[src/design/macr_pkg.sv]
// Overview of operation
// - speed pin glitch filter, four codes
// - tach angle interpolation enable bit
// - quick startup speed detect enable bit
// - stopped declared after selected persistence
// - running declared after selected persistence
// - speed detect abandoned after selected timeout
// - handoff minimum back-emf from code
// - rotor position detect current limit
// - rotor position detect repeat count
// - open loop current one to eight
// - open loop speed percent of maximum
// - open loop ramp rate from code
// - reverse deceleration ratio from code
package macr_pkg;

  localparam int unsigned CLK_HZ     = 100_000_000;
  localparam int unsigned CLK_MHZ    = CLK_HZ / 1_000_000;
  localparam int unsigned CYC_PER_MS = CLK_HZ / 1000;

  localparam int unsigned APB_ADDR_W = 12;
  localparam logic [11:0] CFG_OFFSET = 12'h0A0;
  localparam logic [31:0] CFG_RESET  = 32'h0000_0000;

  localparam int unsigned TACH_INTERP_BIT = 29;
  localparam int unsigned GLITCH_LSB      = 27;
  localparam int unsigned QUICK_ISD_BIT   = 26;
  localparam int unsigned STOP_SEL_LSB    = 24;
  localparam int unsigned RUN_SEL_LSB     = 22;
  localparam int unsigned TMO_SEL_LSB     = 20;
  localparam int unsigned BEMF_SEL_LSB    = 17;
  localparam int unsigned ILIM_SEL_LSB    = 13;
  localparam int unsigned REPEAT_SEL_LSB  = 11;
  localparam int unsigned OLCUR_SEL_LSB   = 8;
  localparam int unsigned OLSPD_SEL_LSB   = 6;
  localparam int unsigned RAMP_SEL_LSB    = 3;
  localparam int unsigned DECEL_SEL_LSB   = 0;

  localparam int unsigned GLITCH_W    = 7;
  localparam int unsigned GLITCH_NS_1 = 200;
  localparam int unsigned GLITCH_NS_2 = 500;
  localparam int unsigned GLITCH_NS_3 = 1000;
  localparam logic [6:0]  GLITCH_CYC_1 = 7'(GLITCH_NS_1 * CLK_MHZ / 1000);
  localparam logic [6:0]  GLITCH_CYC_2 = 7'(GLITCH_NS_2 * CLK_MHZ / 1000);
  localparam logic [6:0]  GLITCH_CYC_3 = 7'(GLITCH_NS_3 * CLK_MHZ / 1000);

  localparam int unsigned PERSIST_MS_0 = 1;
  localparam int unsigned PERSIST_MS_1 = 5;
  localparam int unsigned PERSIST_MS_2 = 50;
  localparam int unsigned PERSIST_MS_3 = 100;
  localparam int unsigned TIMEOUT_MS_0 = 500;
  localparam int unsigned TIMEOUT_MS_1 = 750;
  localparam int unsigned TIMEOUT_MS_2 = 1000;
  localparam int unsigned TIMEOUT_MS_3 = 2000;

  localparam logic [10:0] BEMF_MV [8] = '{11'h000, 11'h032, 11'h064, 11'h0FA,
                                          11'h1F4, 11'h3E8, 11'h4E2, 11'h5DC};
  localparam logic [11:0] ILIM_MA [4] = '{12'h064, 12'h1F4, 12'h3E8, 12'h7D0};
  localparam logic [5:0]  OLSPD_PCT [4] = '{6'h0F, 6'h19, 6'h23, 6'h32};
  localparam logic [11:0] RAMP_CHZ [8] = '{12'h00A, 12'h032, 12'h064, 12'h0C8,
                                           12'h12C, 12'h1F4, 12'h3E8, 12'h7D0};
  localparam logic [7:0]  DECEL_PCT [8] = '{8'h32, 8'h3C, 8'h46, 8'h50,
                                            8'h5A, 8'h64, 8'h7D, 8'h96};
  localparam logic [3:0]  ONE_4 = 4'h1;

  typedef struct packed {
    logic        tach_angle_interp_enable;
    logic        quick_startup_speed_detect_enable;
    logic [10:0] handoff_min_backemf_mv;
    logic [11:0] measure_align_current_limit_ma;
    logic [3:0]  measure_align_repeat_count;
    logic [3:0]  measure_openloop_current_a;
    logic [5:0]  measure_openloop_speed_pct;
    logic [11:0] measure_openloop_ramp_chz;
    logic [7:0]  reverse_openloop_decel_ratio_pct;
  } macr_cfg_t;

endpackage

[src/design/macr_glitch_filt.sv]
`timescale 1ns/1ps
module macr_glitch_filt import macr_pkg::*; (
  input  wire logic                i_sys_clk,
  input  wire logic                i_rst_n,
  input  wire logic                i_pin,
  input  wire logic                i_bypass,
  input  wire logic [GLITCH_W-1:0] i_reject_cyc,
  output logic                     o_level
);

  logic                sync1_q;
  logic                sync2_q;
  logic [GLITCH_W-1:0] cnt_q;
  logic                level_q;

  // two-stage synchroniser
  always_ff @(posedge i_sys_clk or negedge i_rst_n) begin
    if (!i_rst_n) begin
      sync1_q <= 1'b0;
      sync2_q <= 1'b0;
    end else begin
      sync1_q <= i_pin;
      sync2_q <= sync1_q;
    end
  end

  // level changes only after reject count plus one stable cycles
  always_ff @(posedge i_sys_clk or negedge i_rst_n) begin
    if (!i_rst_n) begin
      cnt_q   <= '0;
      level_q <= 1'b0;
    end else if (i_bypass) begin
      cnt_q   <= '0;
      level_q <= sync2_q;
    end else if (sync2_q == level_q) begin
      cnt_q <= '0;
    end else if (cnt_q >= i_reject_cyc) begin
      cnt_q   <= '0;
      level_q <= sync2_q;
    end else begin
      cnt_q <= cnt_q + 1'b1;
    end
  end

  assign o_level = level_q;

endmodule // macr_glitch_filt

[src/design/macr_top.sv]
// The APB register port was decided locally.
`timescale 1ns/1ps
module macr_top import macr_pkg::*; #(
  parameter int unsigned CNT_W           = 28,
  parameter int unsigned P_CYC_PER_MS    = CYC_PER_MS,
  parameter int unsigned P_PERSIST_CYC_0 = PERSIST_MS_0 * P_CYC_PER_MS,
  parameter int unsigned P_PERSIST_CYC_1 = PERSIST_MS_1 * P_CYC_PER_MS,
  parameter int unsigned P_PERSIST_CYC_2 = PERSIST_MS_2 * P_CYC_PER_MS,
  parameter int unsigned P_PERSIST_CYC_3 = PERSIST_MS_3 * P_CYC_PER_MS,
  parameter int unsigned P_TIMEOUT_CYC_0 = TIMEOUT_MS_0 * P_CYC_PER_MS,
  parameter int unsigned P_TIMEOUT_CYC_1 = TIMEOUT_MS_1 * P_CYC_PER_MS,
  parameter int unsigned P_TIMEOUT_CYC_2 = TIMEOUT_MS_2 * P_CYC_PER_MS,
  parameter int unsigned P_TIMEOUT_CYC_3 = TIMEOUT_MS_3 * P_CYC_PER_MS
) (
  input  wire logic                  i_sys_clk,
  input  wire logic                  i_rst_n,
  input  wire logic                  i_psel,
  input  wire logic                  i_penable,
  input  wire logic                  i_pwrite,
  input  wire logic [APB_ADDR_W-1:0] i_paddr,
  input  wire logic [31:0]           i_pwdata,
  input  wire logic [3:0]            i_pstrb,
  output logic                       o_pready,
  output logic [31:0]                o_prdata,
  output logic                       o_pslverr,
  input  wire logic                  i_speed_pin,
  input  wire logic                  i_stop_cond,
  input  wire logic                  i_run_cond,
  input  wire logic                  i_detect_active,
  output logic                       o_speed_cmd,
  output logic                       o_motor_stopped,
  output logic                       o_motor_running,
  output logic                       o_detect_timeout,
  output macr_cfg_t                  o_cfg
);

  logic [31:0]     internal_algorithm_config_one_q;
  logic [31:0]     prdata_q;
  logic            addr_hit;
  logic            setup_ph;
  logic            access_ph;
  logic            wr_en;
  macr_cfg_t       cfg_d;
  macr_cfg_t       cfg_q;
  logic [1:0]      glitch_sel;
  logic            glitch_bypass;
  logic [6:0]      glitch_cyc;
  logic [1:0]      stop_sel;
  logic [1:0]      run_sel;
  logic [1:0]      tmo_sel;
  logic [2:0]      bemf_sel;
  logic [1:0]      ilim_sel;
  logic [1:0]      repeat_sel;
  logic [2:0]      olcur_sel;
  logic [1:0]      olspd_sel;
  logic [2:0]      ramp_sel;
  logic [2:0]      decel_sel;
  logic [CNT_W-1:0] per_lim [2];
  logic            per_cond [2];
  logic            per_flag [2];
  logic [CNT_W-1:0] tmo_lim;
  logic [CNT_W-1:0] tmo_cnt_q;
  logic            tmo_q;

  // apb decode
  assign setup_ph  = i_psel & ~i_penable;
  assign access_ph = i_psel & i_penable;
  assign addr_hit  = (i_paddr[APB_ADDR_W-1:2] == CFG_OFFSET[APB_ADDR_W-1:2]);
  assign wr_en     = access_ph & i_pwrite & addr_hit;
  assign o_pready  = 1'b1;
  assign o_pslverr = access_ph & ~addr_hit;

  // register write with byte strobes
  always_ff @(posedge i_sys_clk or negedge i_rst_n) begin
    if (!i_rst_n) begin
      internal_algorithm_config_one_q <= CFG_RESET;
    end else if (wr_en) begin
      for (int b = 0; b < 4; b++) begin
        if (i_pstrb[b]) begin
          internal_algorithm_config_one_q[8*b +: 8] <= i_pwdata[8*b +: 8];
        end
      end
    end
  end

  // read data captured in setup phase
  always_ff @(posedge i_sys_clk or negedge i_rst_n) begin
    if (!i_rst_n) begin
      prdata_q <= 32'h0000_0000;
    end else if (setup_ph) begin
      if (addr_hit && !i_pwrite) begin
        prdata_q <= internal_algorithm_config_one_q;
      end else begin
        prdata_q <= 32'h0000_0000;
      end
    end
  end

  assign o_prdata = prdata_q;

  // field extraction
  assign glitch_sel = internal_algorithm_config_one_q[GLITCH_LSB +: 2];
  assign stop_sel   = internal_algorithm_config_one_q[STOP_SEL_LSB +: 2];
  assign run_sel    = internal_algorithm_config_one_q[RUN_SEL_LSB +: 2];
  assign tmo_sel    = internal_algorithm_config_one_q[TMO_SEL_LSB +: 2];
  assign bemf_sel   = internal_algorithm_config_one_q[BEMF_SEL_LSB +: 3];
  assign ilim_sel   = internal_algorithm_config_one_q[ILIM_SEL_LSB +: 2];
  assign repeat_sel = internal_algorithm_config_one_q[REPEAT_SEL_LSB +: 2];
  assign olcur_sel  = internal_algorithm_config_one_q[OLCUR_SEL_LSB +: 3];
  assign olspd_sel  = internal_algorithm_config_one_q[OLSPD_SEL_LSB +: 2];
  assign ramp_sel   = internal_algorithm_config_one_q[RAMP_SEL_LSB +: 3];
  assign decel_sel  = internal_algorithm_config_one_q[DECEL_SEL_LSB +: 3];

  // glitch reject length per code
  always_comb begin
    glitch_bypass = 1'b0;
    unique case (glitch_sel)
      2'h0: begin
        glitch_bypass = 1'b1;
        glitch_cyc    = 7'h00;
      end
      2'h1: glitch_cyc = GLITCH_CYC_1;
      2'h2: glitch_cyc = GLITCH_CYC_2;
      2'h3: glitch_cyc = GLITCH_CYC_3;
    endcase
  end

  macr_glitch_filt u_glitch (
    .i_sys_clk    (i_sys_clk),
    .i_rst_n      (i_rst_n),
    .i_pin        (i_speed_pin),
    .i_bypass     (glitch_bypass),
    .i_reject_cyc (glitch_cyc),
    .o_level      (o_speed_cmd)
  );

  // persistence limits
  always_comb begin
    unique case (stop_sel)
      2'h0: per_lim[0] = CNT_W'(P_PERSIST_CYC_0);
      2'h1: per_lim[0] = CNT_W'(P_PERSIST_CYC_1);
      2'h2: per_lim[0] = CNT_W'(P_PERSIST_CYC_2);
      2'h3: per_lim[0] = CNT_W'(P_PERSIST_CYC_3);
    endcase
    unique case (run_sel)
      2'h0: per_lim[1] = CNT_W'(P_PERSIST_CYC_0);
      2'h1: per_lim[1] = CNT_W'(P_PERSIST_CYC_1);
      2'h2: per_lim[1] = CNT_W'(P_PERSIST_CYC_2);
      2'h3: per_lim[1] = CNT_W'(P_PERSIST_CYC_3);
    endcase
  end

  assign per_cond[0] = i_stop_cond;
  assign per_cond[1] = i_run_cond;

  // persistence counters, stopped and running
  for (genvar g = 0; g < 2; g++) begin : g_persist
    logic [CNT_W-1:0] cnt_q;
    logic             flag_q;
    always_ff @(posedge i_sys_clk or negedge i_rst_n) begin
      if (!i_rst_n) begin
        cnt_q  <= '0;
        flag_q <= 1'b0;
      end else if (!per_cond[g]) begin
        cnt_q  <= '0;
        flag_q <= 1'b0;
      end else if (!flag_q) begin
        if (cnt_q >= per_lim[g] - 1'b1) begin
          flag_q <= 1'b1;
          cnt_q  <= '0;
        end else begin
          cnt_q <= cnt_q + 1'b1;
        end
      end
    end
    assign per_flag[g] = flag_q;
  end

  assign o_motor_stopped = per_flag[0];
  assign o_motor_running = per_flag[1];

  // detection timeout limit
  always_comb begin
    unique case (tmo_sel)
      2'h0: tmo_lim = CNT_W'(P_TIMEOUT_CYC_0);
      2'h1: tmo_lim = CNT_W'(P_TIMEOUT_CYC_1);
      2'h2: tmo_lim = CNT_W'(P_TIMEOUT_CYC_2);
      2'h3: tmo_lim = CNT_W'(P_TIMEOUT_CYC_3);
    endcase
  end

  // timeout counter, held until detection drops
  always_ff @(posedge i_sys_clk or negedge i_rst_n) begin
    if (!i_rst_n) begin
      tmo_cnt_q <= '0;
      tmo_q     <= 1'b0;
    end else if (!i_detect_active) begin
      tmo_cnt_q <= '0;
      tmo_q     <= 1'b0;
    end else if (!tmo_q) begin
      if (tmo_cnt_q >= tmo_lim - 1'b1) begin
        tmo_q     <= 1'b1;
        tmo_cnt_q <= '0;
      end else begin
        tmo_cnt_q <= tmo_cnt_q + 1'b1;
      end
    end
  end

  assign o_detect_timeout = tmo_q;

  // decoded settings
  always_comb begin
    cfg_d = '0;
    cfg_d.tach_angle_interp_enable =
      internal_algorithm_config_one_q[TACH_INTERP_BIT];
    cfg_d.quick_startup_speed_detect_enable =
      internal_algorithm_config_one_q[QUICK_ISD_BIT];
    cfg_d.handoff_min_backemf_mv         = BEMF_MV[bemf_sel];
    cfg_d.measure_align_current_limit_ma = ILIM_MA[ilim_sel];
    cfg_d.measure_align_repeat_count     = ONE_4 << repeat_sel;
    cfg_d.measure_openloop_current_a     = {1'b0, olcur_sel} + ONE_4;
    cfg_d.measure_openloop_speed_pct     = OLSPD_PCT[olspd_sel];
    cfg_d.measure_openloop_ramp_chz      = RAMP_CHZ[ramp_sel];
    cfg_d.reverse_openloop_decel_ratio_pct = DECEL_PCT[decel_sel];
  end

  // registered settings output
  always_ff @(posedge i_sys_clk or negedge i_rst_n) begin
    if (!i_rst_n) begin
      cfg_q <= '0;
      cfg_q.handoff_min_backemf_mv           <= BEMF_MV[0];
      cfg_q.measure_align_current_limit_ma   <= ILIM_MA[0];
      cfg_q.measure_align_repeat_count       <= ONE_4;
      cfg_q.measure_openloop_current_a       <= ONE_4;
      cfg_q.measure_openloop_speed_pct       <= OLSPD_PCT[0];
      cfg_q.measure_openloop_ramp_chz        <= RAMP_CHZ[0];
      cfg_q.reverse_openloop_decel_ratio_pct <= DECEL_PCT[0];
    end else begin
      cfg_q <= cfg_d;
    end
  end

  assign o_cfg = cfg_q;

endmodule // macr_top

[config.mk]
export PLATFORM = sky130hd
export DESIGN_NAME = macr_top
export DESIGN_NICKNAME = d
export VERILOG_FILES = /design/src/design/macr_pkg.sv /design/src/design/macr_glitch_filt.sv /design/src/design/macr_top.sv
export SDC_FILE = /design/constraint.sdc
export NUM_CORES = 1
export LEC_CHECK = 0
export BUFFER_PORTS_ARGS = -buffer_cell sky130_fd_sc_hd__buf_2
export CAP_MARGIN = 40
export CORE_MARGIN = 4
export CORE_UTILIZATION = 46
export DETAILED_ROUTE_END_ITERATION = 6
export GPL_TIMING_DRIVEN = 0
export PLACE_DENSITY = 0.74
export SLEW_MARGIN = 20
export SYNTH_ARGS = -nofsm -noshare
export SYNTH_HDL_FRONTEND = slang
export SYNTH_SLANG_ARGS = --single-unit
[constraint.sdc]
create_clock -name i_sys_clk -period 3.9 [get_ports i_sys_clk]
set_input_delay 0.39 -clock i_sys_clk [delete_from_list [all_inputs] [get_ports i_sys_clk]]
set_output_delay 0.39 -clock i_sys_clk [all_outputs]
set_load 0.1 [all_outputs]
# [Yosys cells after proc, flatten, opt, wreduce, memory -nomap -nowiden]
# Memory sizes are Yosys's and may differ from the RTL's. A register that Yosys moved wholly into a read port is not among the register bits.
# Index checks and enable logic that the tools add are counted.
[word_totals] romBits=248 input_bits=57 memories=3 out_inout_bits=97 regBits=189
[memory_table] memory="(no name shown)" depth=8 width=12 read_ports=1 rd_clocked_by_memory_dff=1 write_ports=0 line_no="macr_top.sv:224" rtl="cfg_d.measure_openloop_ramp_chz = RAMP_CHZ[ramp_sel];"
[memory_table] memory="(no name shown)" depth=8 width=11 read_ports=1 rd_clocked_by_memory_dff=1 write_ports=0 line_no="macr_top.sv:219" rtl="cfg_d.handoff_min_backemf_mv = BEMF_MV[bemf_sel];"
[memory_table] memory="(no name shown)" depth=8 width=8 read_ports=1 rd_clocked_by_memory_dff=1 write_ports=0 line_no="macr_top.sv:225" rtl="cfg_d.reverse_openloop_decel_ratio_pct = DECEL_PCT[decel_sel];"
[op_classes] bitwise=12 reduce_logical=15 eq_ne=18 order_cmp=6 addsub=8 n_mux=36 shift=1
[op_table] operator="case mux 28 bit (4 select lines)" n=3
[op_table] operator="2-to-1 mux 28 bit" n=9
[op_table] operator="adder 28 x 1 -> 28 bit (second input constant)" n=3
[op_table] operator="greater-or-equal comparator 28 bit" n=3
[op_table] operator="subtractor 28 x 1 -> 28 bit (second input constant)" n=3
[op_table] operator="2-to-1 mux 32 bit" n=1
[op_table] operator="case mux 7 bit (4 select lines)" n=1
[op_table] operator="binary-select mux 12 bit (select 2 bit)" n=1
[op_table] operator="2-to-1 mux 12 bit" n=2
[op_table] operator="2-to-1 mux 7 bit" n=3
[op_table] operator="equality test 2 bit (second input constant)" n=8
[op_table] operator="2-to-1 mux 1 bit" n=13
[op_table] operator="binary-select mux 6 bit (select 2 bit)" n=1
[op_table] operator="2-to-1 mux 6 bit" n=2
[op_table] operator="inverter 3 -> 4 bit" n=3
[op_table] operator="equality test 10 x 6 -> 1 bit (second input constant)" n=1
[op_table] operator="AND reduction 2 bit" n=5
[op_table] operator="equality test 2 x 1 -> 1 bit (second input constant)" n=4
[op_table] operator="logical NOT 2 bit" n=4
[op_table] operator="!= test 2 bit (second input constant)" n=4
[op_table] operator="adder 7 x 1 -> 7 bit (second input constant)" n=1
[op_table] operator="greater-or-equal comparator 7 bit" n=1
[op_table] operator="greater-or-equal comparator 3 bit (second input constant)" n=2
[op_table] operator="inverter 2 -> 3 bit" n=2
[op_table] operator="8 further kinds" n=16

# [Longest topological paths before layout]
# Gate-level depths: netlist of run 1.
[depth] ltp_word=7 mapped_depth=12 depth_no_buf=11

# [Cells and area by module]
# From an unflattened synthesis of run 1, not the netlist that was laid out.
[unflattened] cells_unflattened=1117 hier_area_um2=11359.6
[by_module_without_submodules] module="macr_top" area_per_inst_um2=10746.6 seq_area_each_um2=5071.1 n_inst=1 cells_each=1060
[by_module_without_submodules] module="macr_glitch_filt" area_per_inst_um2=613.1 seq_area_each_um2=250.2 n_inst=1 cells_each=57

# [Worst setup path after synthesis of run 1]
# OpenSTA, ideal clock, no wires.
[synth_timing] path_type="register -> register" from="register internal_algorithm_config_one_q[20]" to="register tmo_cnt_q[18]" stages_incl_launch_ff=12 slack_ns=1.057 arrival_ns=2.765 n_path_buf=1 synth_period_minus_slack_ns=2.843 t_required_ns=3.822 cell_sequence="dfrtp_1 > inv_1 > ha_1 > or4_1 > ha_1 > nand2_1 > o21ai_0 > o2bb2ai_1 > o31a_1 > clkbuf_1 > or3_1 > a21oi_1"
[synth_via] elab_chain_len=7
[synth_rtl] element="start: declaration" line_no="macr_top.sv:37" rtl="logic [31:0] internal_algorithm_config_one_q;"
[synth_rtl] element="start signal: indexed assignment" line_no="macr_top.sv:80" rtl="internal_algorithm_config_one_q[8*b +: 8] <= i_pwdata[8*b +: 8];"
[synth_rtl] element="equality test 2 bit (tied with other cells)" line_no="macr_top.sv:184" rtl="unique case (tmo_sel)"
[synth_rtl] element="case mux 28 bit (4 select lines) (*)" line_no="macr_top.sv:184"
[synth_rtl] element="subtractor 28 x 1 -> 28 bit (*)" line_no="macr_top.sv:201" rtl="if (tmo_cnt_q >= tmo_lim - 1'b1) begin"
[synth_rtl] element="greater-or-equal comparator 28 bit (*)" line_no="macr_top.sv:201"
[synth_rtl] element="2-to-1 mux 28 bit (*)" line_no="macr_top.sv:201"
[synth_rtl] element="2-to-1 mux 28 bit (*)" line_no="macr_top.sv:200" rtl="end else if (!tmo_q) begin"
[synth_rtl] element="2-to-1 mux 28 bit (*)" line_no="macr_top.sv:197" rtl="end else if (!i_detect_active) begin"
[synth_rtl] element="end signal: assignment" line_no="macr_top.sv:205" rtl="tmo_cnt_q <= tmo_cnt_q + 1'b1;"
[synth_rtl] element="end: declaration" line_no="macr_top.sv:62" rtl="logic [CNT_W-1:0] tmo_cnt_q;"
# Every way passes the cells marked *; elsewhere a longest branch is shown, timed or not. The select of a mux whose other input is x is not followed.
# A chain may end at the register's enable or synchronous reset.

# [Final worst setup path of run 1]
[layout_timing] from="register internal_algorithm_config_one_q[21]" to="register tmo_cnt_q[10]"
# The elaborated chain is that of the path after synthesis.

==> qor.txt, run 1 <==
Die Ht: 162 um
Critical path class: flip-flop to flip-flop
Final WL: 26.1 mm
Crit Path Max Fanout: 10
Clock share of power: 47.7%
Pwr dens: 359 nW/um^2
Worst Setup End Kind: flip-flop
Synth cell types: 56
Hold path startpoint: i_pwdata[22]
Worst Path Arrival: 3.93 ns
Reg2Reg Setup Slack: 0.36 ns
Setup_tns: 0 ns
H-Tree Depth: 1
Total placed cells including tap cells: 1531
Reg-to-reg endpoint: tmo_cnt_q[10]
Total Die Area: 26400 um^2
Final setup viols: 0
Sequential share of the synthesized area: 48.5%
Switch Pwr: 1070 uW
VDD IR-drop max: 0.319 mV
Cell Rows: 56
Bufs and invs on worst path: 2
Num CTS Buffers: 24
Synth Area in Compound Gates: 14.3%
First-pass GRT wire length: 42.4 mm
Post-synthesis simple-gate area fraction: 15.8%
Slowest CP cell: dfrtp_1
Tcrit/Tclk final: 90.7%
Cell Int Power: 3600 uW
RSZ-0062 raised after global routing: no
GRT overflow: 0
Worst path max stage delay: 0.45 ns
Number of antenna violations at the first check in global routing: 0
WHS Path Cells: 2
Most frequent cells in the layout: dfrtp_1 (199), buf_2 (143), ha_1 (107)
CTS tree: done
Starting DRT DRC Count: 572
GRT Total Usage: 19.5%
Final hold slack: 0.0800 ns
DR WL/cell: 16.5 um
Layout area overhead: 18.4%
Switching part of the total power: 23.0%
Core area: 23500 um^2
Seq pwr share: 47.6%
Longest Clk Path Bufs: 3
Max frequency: 283 MHz
Gate family responsible for the most delay along the worst path: compound AO/OA/AOI/OAI gates
CTS Root Cell: clkbuf_16
Layout cells sized above 1: 20.1%
WHS Endpoint: internal_algorithm_config_one_q[22]
R2r startpoint: internal_algorithm_config_one_q[21]
Commonest non-fill, non-tap cell in the layout: dfrtp_1
#FFs+latches synth: 212
Yosys warning count: 0
Final antenna-violating net count: 0
DR vias/cell: 5.46
Vias: 8610
Setup crit start kind: flip-flop
Multiplexer share of the synthesized area: 4.62%
Post-CTS Setup Bufs: 0
CP most frequent cell: ha_1
PortBufs: 143
Slew HR: 43.9%
Cell Chain, Critical Path: inv_1 > ha_1 > ha_1 > a211oi_1 > o21ai_0 > or3_1 > o31ai_1 > buf_2 > nand2_1 > o41ai_1
Post-Synth XOR/XNOR Area: 0.639%
Final instance area: 13000 um^2
Latest clock arrival within the worst-skew pair: 0.54 ns
Post-synth ARST share: 100%
Synth Instances: 1058
# Max-Cap Violations: 0
Clock skew: 0.0236 ns
DRC viols: 0
Final Critical Period: 3.54 ns
Number of flops mapped to enable cells by yosys: 0
Ys flop type: dfrtp_1
Post-Syn Area per Cell: 10.4 um^2
Die Width: 162 um
Num Clock Sinks: 212
Diode count: 0
Crit path required time: 4.30 ns
Combinational Power Share: 4.6%
Leakage: 0.00637 uW
Starting Density: 46.7%
Area post-placement: 12200 um^2
Largest net degree at the start of global routing: 91
Worst min path class: primary input to flip-flop
Slew @ Worst Pin: 0.841 ns
Number of global-route vias before repair: 8299
Final Slew Violations: 0
Post-DP HPWL: 18.8 mm
Drt pass-1 iters: 5
Post-route insts no fill: 1576
Net count, final: 1404
Largest family of logic cells by synthesized area: simple AND/OR/NAND/NOR gates
R2R depth: 10
Synth Area in Adders: 12.2%
Post-Synthesis Cell Area: 11000 um^2
Clock transition at path regs: 0.06 ns
Status: finished clean
Final Hold Fails: 0
Routability congestion estimate: 0.880
I/O pins: 154
final cells by class:
| class | count | area, um^2 |
|---|---|---|
| Fill cell | 2066 | 10500 |
| Sequential cell | 212 | 5320 |
| Multi-Input combinational cell | 757 | 5260 |
| Timing Repair Buffer | 147 | 801 |
| Clock buffer | 38 | 713 |
| Tap cell | 319 | 399 |
| Buffer | 42 | 211 |
| Inverter | 56 | 210 |
| Clock inverter | 5 | 75.1 |
registers in the layout, indices dropped and copies added (netlist names):
register and cells:
internal_algorithm_config_one_q 32, u_glitch.sync1_q 1, g_persist.cnt_q 56, o_prdata 32, o_detect_timeout 1, o_motor_stopped 1, u_glitch.sync2_q 1, u_glitch.cnt_q 7
tmo_cnt_q 28, u_glitch.o_level 1, o_cfg 51, o_motor_running 1
power groups by stage:
stage / clock network [uW] / logic, uW / registers, uW
after floorplan: 0 / 99.6 / 2270
after global placement: 0 / 206 / 2260
after global routing: 2380 / 240 / 2220
after CTS: 2280 / 220 / 2220
final: 2230 / 217 / 2220
after detailed placement: 0 / 218 / 2260
layer usage:
metal | track usage [%] | vias to the layer above | share of wire [%]
li1 | - | 4139 | -
met1 | 25.7 | 4186 | 43
met2 | 32.1 | 229 | 48
met5 | 0 | - | 0
met4 | 6.81 | 0 | 3.4
met3 | 3.97 | 56 | 6.2
Yosys cell counts (7+ instances only):
cell type	number	area, um^2
ha_1	107	1340
mux2i_1	9	90.1
and3_1	20	125
o21a_1	8	60.1
nand3_1	51	255
nor2b_1	9	56.3
dfrtp_1	199	4980
buf_4	10	75.1
o21ai_0	69	345
or2_2	7	43.8
nand4_1	16	100
or3_1	21	131
a31oi_1	14	87.6
inv_1	56	210
o31ai_1	11	82.6
a22o_1	34	298
nor2_1	48	180
dfstp_2	13	342
clkbuf_1	26	97.6
mux2_2	37	417
nand2_1	104	390
nor4_1	9	56.3
a21o_1	11	82.6
nor3_1	18	90.1
o211ai_1	8	60.1
and2_1	18	113
a21oi_1	57	285
worst max-delay path by stage:
| stage | start | end | slack, ns | cells past startpoint |
|---|---|---|---|---|
| 6_report | internal_algorithm_config_one_q[21] | tmo_cnt_q[10] | 0.36 | 10 |
| 4_1_cts | internal_algorithm_config_one_q[21] | tmo_cnt_q[10] | 0.39 | 10 |
| 3_5_place_dp | internal_algorithm_config_one_q[21] | tmo_cnt_q[10] | 0.40 | 10 |
| 2_1_floorplan | internal_algorithm_config_one_q[20] | tmo_cnt_q[18] | 1.06 | 11 |
| 3_3_place_gp | i_rst_n | o_cfg[3] | -1.14 | 1 |
| 5_1_grt | internal_algorithm_config_one_q[21] | tmo_cnt_q[10] | 0.09 | 11 |
cell families after synthesis:
| logic type | count (synthesis) |
|---|---|
| adder cells (fa/ha/maj) | 107 |
| other | 2 |
| multiplexers | 46 |
| AO/OA/AOI/OAI | 240 |
| buffers and inverters | 98 |
| flip-flops | 212 |
| XOR/XNOR | 8 |
| AND/OR/NAND/NOR | 345 |
through the flow:
stage / worst slack [ns] / total power, uW / utilization, %
global placement: -1.14 / 2470 / 51.6
CTS: 0.394 / 4720 / 55.3
floorplan: 1.06 / 2370 / -
finish: 0.362 / 4670 / 55.3
global route: 0.0947 / 4850 / 55.3
detailed placement: 0.405 / 2480 / 51.9
what timing repair did:
item                                   4_1_cts  5_1_grt
endpoints found under the hold margin       55        0
gates resized for setup                      0        0
hold buffers                                 2        0
(Power assumes the default switching activity.)
==> inputs of run 2 (changes only) <==
Clock period 3.9 ns to 3.7 ns, I/O delays scaled along.
==> run 2 against run 1 <==
The run now ends with design-rule violations left. Sequential share of layout area hardly changed. Die area stayed put. Design area hardly changed. Cell count stayed put. Register-to-register slack worse by 0.11 ns. First-iteration DRC count is 3.8% lower. Clock skew is 0.00092 ns higher. Global-route usage stayed put. Non-clock buffer count stayed put. Worst setup slack worse by 0.11 ns.
==> qor.txt, run 2 (same netlist as run 1, synthesis figures left out) <==
Status: complete, but fails checks (was finished clean)
Failing checks: design-rule violations
Crit path required time: 4.10 ns (was 4.30 ns)
DRC viols: 6 (was 0)
Clock skew: 0.0245 ns (was 0.0236 ns)
Tcrit/Tclk final: 93.1% (was 90.7%)
Commonest non-fill, non-tap cell in the layout: dfrtp_1 (unchanged)
Die Width: 162 um (unchanged)
Slew @ Worst Pin: 0.860 ns (was 0.841 ns)
Worst Path Arrival: 3.84 ns (was 3.93 ns)
Final WL: 26.2 mm (was 26.1 mm)
Worst Setup End Kind: flip-flop (unchanged)
Post-DP HPWL: 18.8 mm (unchanged)
Vias: 8588 (was 8610)
Reg with most FFs: g_persist.cnt_q (unchanged)
Num CTS Buffers: 24 (unchanged)
H-Tree Depth: 1 (unchanged)
Final hold slack: 0.0601 ns (was 0.0800 ns)
DR WL/cell: 16.6 um (was 16.5 um)
Reg2Reg Setup Slack: 0.25 ns (was 0.36 ns)
Pwr dens: 379 nW/um^2 (was 359 nW/um^2)
DR vias/cell: 5.45 (was 5.46)
Layout cells sized above 1: 20.4% (was 20.1%)
Final antenna-violating net count: 0 (unchanged)
Overall power: 4920 uW (was 4670 uW)
# Max-Cap Violations: 0 (unchanged)
I/O pins: 154 (unchanged)
Largest net degree at the start of global routing: 91 (unchanged)
First-pass GRT wire length: 42.4 mm (unchanged)
FILL cells: 2066 (unchanged)
Final setup viols: 0 (unchanged)
Drt pass-1 iters: 7 (was 5)
Post-route insts no fill: 1576 (unchanged)
Final Slew Violations: 0 (unchanged)
Die Ht: 162 um (unchanged)
GRT Total Usage: 19.5% (unchanged)
Setup crit start kind: flip-flop (unchanged)
Core area: 23500 um^2 (unchanged)
PortBufs: 143 (unchanged)
Final Critical Period: 3.45 ns (was 3.54 ns)
Diode count: 0 (unchanged)
Layout area overhead: 18.5% (was 18.4%)
Longest Clk Path Bufs: 3 (unchanged)
Net count, final: 1404 (unchanged)
Total Die Area: 26400 um^2 (unchanged)
Number of flip-flops in the largest register: 56 (unchanged)
Worst min path class: primary input to flip-flop (unchanged)
CTS Root Cell: clkbuf_16 (unchanged)
Most frequent cells in the layout: dfrtp_1 (199), buf_2 (143), ha_1 (107) (unchanged)
Latest clock arrival within the worst-skew pair: 0.53 ns (was 0.54 ns)
Crit Path Max Fanout: 10 (unchanged)
Leakage: 0.00637 uW (about the same)
VDD IR-drop max: 0.336 mV (was 0.319 mV)
Clock transition at path regs: 0.06 ns (about the same)
Final Hold Fails: 0 (unchanged)
Starting DRT DRC Count: 550 (was 572)
CTS tree: done (unchanged)
GRT overflow: 0 (unchanged)
Routability congestion estimate: 0.880 (unchanged)
Number of global-route vias before repair: 8299 (unchanged)
Cell Rows: 56 (unchanged)
Critical path class: flip-flop to flip-flop (unchanged)
Slew HR: 42.7% (was 43.9%)
Setup_tns: 0 ns (unchanged)
Total placed cells including tap cells: 1531 (unchanged)
Max frequency: 290 MHz (was 283 MHz)
Starting Density: 46.7% (unchanged)
Num Clock Sinks: 212 (unchanged)
Number of antenna violations at the first check in global routing: 0 (unchanged)
## run 2: cell counts in the layout (fill, tap and decap cells not counted)
Identical to the previous run, type by type.
## run 2: power breakdown
| group | total [uW] | internal (uW) | switching, uW | leakage [uW] |
|---|---|---|---|---|
| registers | 2340 | 2330 | 11.3 | 0.00290 |
| logic | 229 | 63.9 | 165 | 0.00308 |
| clock network | 2350 | 1390 | 953 | 0.000386 |
## run 2: worst paths after layout
path | cells after the start | start | endpoint
max in group asynchronous | 4 | i_rst_n | o_cfg[5]
worst min register to register | 0 | u_glitch.sync1_q | u_glitch.sync2_q
worst max register to register | 11 | internal_algorithm_config_one_q[21] | tmo_cnt_q[10]
worst min-delay path | 2 | i_pwdata[22] | internal_algorithm_config_one_q[22]
worst max-delay path | 11 | internal_algorithm_config_one_q[21] | tmo_cnt_q[10]
min in group asynchronous | 2 | i_rst_n | internal_algorithm_config_one_q[24]
## run 2: routing by layer
metal	up-vias	track usage (%)	wire length (um)
met5	-	0	0
met4	0	6.81	823
met3	47	3.97	1560
met2	224	32.1	12500
met1	4175	25.7	11300
li1	4142	-	-
## run 2: what timing repair did
item | 4_1_cts | 5_1_grt
gates resized for setup | 0 | 5
endpoints found under the setup margin | 0 | 9
hold buffers | 2 | 0
buffers inserted | 0 | 0
hold endpoints to repair | 55 | 0
## run 2: critical path, stage by stage, from the launching register on
cell       delay (ns)
dfrtp_1          0.45
inv_1            0.18
ha_1             0.32
or4_1            0.45
ha_1             0.28
nand2_1          0.09
o21ai_0          0.09
o2bb2ai_1        0.18
o31ai_2          0.42
buf_2            0.33
nand2_1          0.20
o41ai_1          0.31
## run 2: cell type report
cell class                 count  area [um^2]  area share (%)
buffer                        42          214            1.65
clock buffer                  38          713            5.49
clock inverter                 5         75.1           0.578
inverter                      56          210            1.62
multi-input combinational    757         5260            40.5
sequential                   212         5320            41.0
tap                          319          399            3.07
timing repair buffer         147          801            6.16
## run 2: through the flow
stage / setup WS, ns / utilization, % / cell area (um^2)
floorplan: 0.857 / - / 11000
global placement: -1.32 / 51.6 / 12100
detailed placement: 0.205 / 51.9 / 12200
CTS: 0.194 / 55.3 / 13000
global route: -0.000418 / 55.4 / 13000
finish: 0.254 / 55.4 / 13000
==> inputs of run 3 (changes only) <==
Settings changed: CORE_UTILIZATION 46 to 58, PLACE_DENSITY 0.74 to 0.89.
==> run 3 against run 2 <==
The flow now finishes without violations. Non-clock buffer count is the same. Design area is 0.13% lower. Sequential power hardly changed. Routed wire length is 2.3% higher. Combinational power barely moved. Global-route usage grew 5.5 points. Hold slack barely moved. Register-to-register slack gained 0.04 ns. Sequential cell count unchanged. Critical path type unchanged.
==> qor.txt, run 3 (same netlist as run 1, synthesis figures left out) <==
Status: finished clean (was complete, but fails checks)
Routed metal-1 wirelength: 10.8 mm (was 11.3 mm)
Final Slew Violations: 0 (unchanged)
Slew HR: 45.4% (was 42.7%)
Net count, final: 1404 (unchanged)
CTS tree: done (unchanged)
Final WL: 26.8 mm (was 26.2 mm)
Tcrit/Tclk final: 92.0% (was 93.1%)
Number of antenna violations at the first check in global routing: 1 (was 0)
Worst Path Arrival: 3.78 ns (was 3.84 ns)
R2R depth: 12 (was 11)
Layout area overhead: 18.4% (was 18.5%)
Starting Density: 58.8% (was 46.7%)
Drt pass-1 iters: 5 (was 7)
Die Width: 145 um (was 162 um)
PortBufs: 143 (unchanged)
Final Critical Period: 3.40 ns (was 3.45 ns)
Slew @ Worst Pin: 0.812 ns (was 0.860 ns)
Commonest non-fill, non-tap cell in the layout: dfrtp_1 (unchanged)
CTS Root Cell: clkbuf_16 (unchanged)
Met3 wire length: 1.94 mm (was 1.56 mm)
Overall power: 5140 uW (was 4920 uW)
Routability congestion estimate: 0.916 (was 0.880)
Final hold slack: 0.0597 ns (was 0.0601 ns)
Longest Clk Path Bufs: 3 (unchanged)
Cell Rows: 50 (was 56)
Critical path class: flip-flop to flip-flop (unchanged)
Crit Path Max Fanout: 10 (unchanged)
Reg-to-reg endpoint: tmo_cnt_q[2] (was tmo_cnt_q[10])
GRT Total Usage: 24.9% (was 19.5%)
Latest clock arrival within the worst-skew pair: 0.54 ns (was 0.53 ns)
Pre-CTS WS: 0.232 ns (was 0.205 ns)
Hold path startpoint: i_pwdata[5] (was i_pwdata[22])
FILL cells: 1336 (was 2066)
H-Tree Depth: 1 (unchanged)
WHS Path Cells: 2 (unchanged)
RSZ-0062 raised after global routing: no
Setup ws final: 0.296 ns (was 0.254 ns)
Total Die Area: 21200 um^2 (was 26400 um^2)
Most frequent cells in the layout: dfrtp_1 (199), buf_2 (143), ha_1 (107) (unchanged)
Reg2Reg Setup Slack: 0.30 ns (was 0.25 ns)
Worst min path class: primary input to flip-flop (unchanged)
# Max-Cap Violations: 0 (unchanged)
Max layer used: met5 (was met4)
Reg with most FFs: g_persist.cnt_q (unchanged)
Pwr dens: 396 nW/um^2 (was 379 nW/um^2)
Number of global-route vias before repair: 8779 (was 8299)
I/O pins: 154 (unchanged)
Worst Setup End Kind: flip-flop (unchanged)
VDD IR-drop max: 0.406 mV (was 0.336 mV)
Die Ht: 145 um (was 162 um)
WL met2: 13.0 mm (was 12.5 mm)
Largest net degree at the start of global routing: 95 (was 91)
Layout cells sized above 1: 20.9% (was 20.4%)
Clock skew: 0.0293 ns (was 0.0245 ns)
Final antenna-violating net count: 0 (unchanged)
Max frequency: 294 MHz (was 290 MHz)
GRT overflow: 0 (unchanged)
Post-DP HPWL: 19.0 mm (was 18.8 mm)
R2r startpoint: internal_algorithm_config_one_q[21] (unchanged)
Crit path required time: 4.08 ns (was 4.10 ns)
Final Hold Fails: 0 (unchanged)
Vias: 8827 (was 8588)
Number of flip-flops in the largest register: 56 (unchanged)
Leakage: 0.00641 uW (was 0.00637 uW)
Num Clock Sinks: 212 (unchanged)
DRC viols: 0 (was 6)
DR WL/cell: 17.9 um (was 16.6 um)
WHS Endpoint: internal_algorithm_config_one_q[5] (was internal_algorithm_config_one_q[22])
Area post-placement: 12100 um^2 (was 12200 um^2)
Num CTS Buffers: 24 (unchanged)
Clock transition at path regs: 0.06 ns (about the same)
Final setup viols: 0 (unchanged)
DR vias/cell: 5.92 (was 5.45)
Diode count: 0 (unchanged)
Setup crit start kind: flip-flop (unchanged)
Starting DRT DRC Count: 713 (was 550)
Post-CTS Setup Bufs: 0 (unchanged)
Final instance area: 13000 um^2 (about the same)
Core area: 18600 um^2 (was 23500 um^2)
First-pass GRT wire length: 44.2 mm (was 42.4 mm)
Worst Setup SP: internal_algorithm_config_one_q[21] (unchanged)
==> run 3: changes by cell type in the layout (fill, tap and decap cells not counted), sizes merged <==
cell	previous run	this run
clkinv	4	7
clkinvlp	0	2
bufinv	1	4
clkbuf	64	57
==> run 3: layout make-up <==
class                           count  area [um^2]  share of cell area [%]
Buffer                             42          215                    1.66
Clock buffer                       31          667                    5.14
Clock inverter                     13          210                    1.62
Inverter                           56          210                    1.62
Multi-Input combinational cell    757         5260                    40.5
Sequential cell                   212         5320                    41.0
Tap cell                          234          293                    2.26
Timing Repair Buffer              147          801                    6.17
==> run 3: worst max path at each step <==
stage | endpoint | slack (ns) | cells after the start
CTS | tmo_cnt_q[2] | 0.20 | 12
global route | tmo_cnt_q[8] | 0.07 | 12
global placement | o_cfg[3] | -1.21 | 1
finish | tmo_cnt_q[2] | 0.30 | 12
detailed placement | tmo_cnt_q[15] | 0.23 | 10
floorplan | tmo_cnt_q[18] | 0.86 | 11
==> run 3: critical path, stage by stage, from the launching register on <==
cell	delay (ns)
dfrtp_1	0.45
inv_1	0.18
ha_1	0.32
or4_1	0.43
ha_1	0.28
nand2_1	0.06
o21ai_0	0.17
o2bb2ai_1	0.19
o31a_1	0.46
clkbuf_2	0.33
nor2_1	0.07
o21ai_0	0.20
a21oi_1	0.10
==> run 3: repair_timing <==
item | CTS | global route
hold buffers | 2 | 0
hold endpoints to repair | 42 | 0
resized for setup | 0 | 7
endpoints found under the setup margin | 0 | 15
==> run 3: power by group <==
part	total [uW]	leakage [uW]	internal, uW	switching (uW)
clock	2560	0.000423	1570	993
sequential	2340	0.00290	2330	11.7
combinational	230	0.00308	64.0	166
==> run 3: per-layer routing <==
layer  vias to the layer above  GRT usage (%)
li1                       4141              -
met1                      4284           30.8
met2                       331           42.8
met3                        69           6.04
met4                         2           9.02
met5                         -              0
==> run 3: stage by stage <==
step	instances	utilization, %	TNS [ns]
after CTS	1492	69.6	0
after global routing	1492	69.6	0
after floorplan	1067	-	0
after detailed placement	1446	64.8	0
after global placement	1444	64.4	-238.14
final	1492	69.6	0
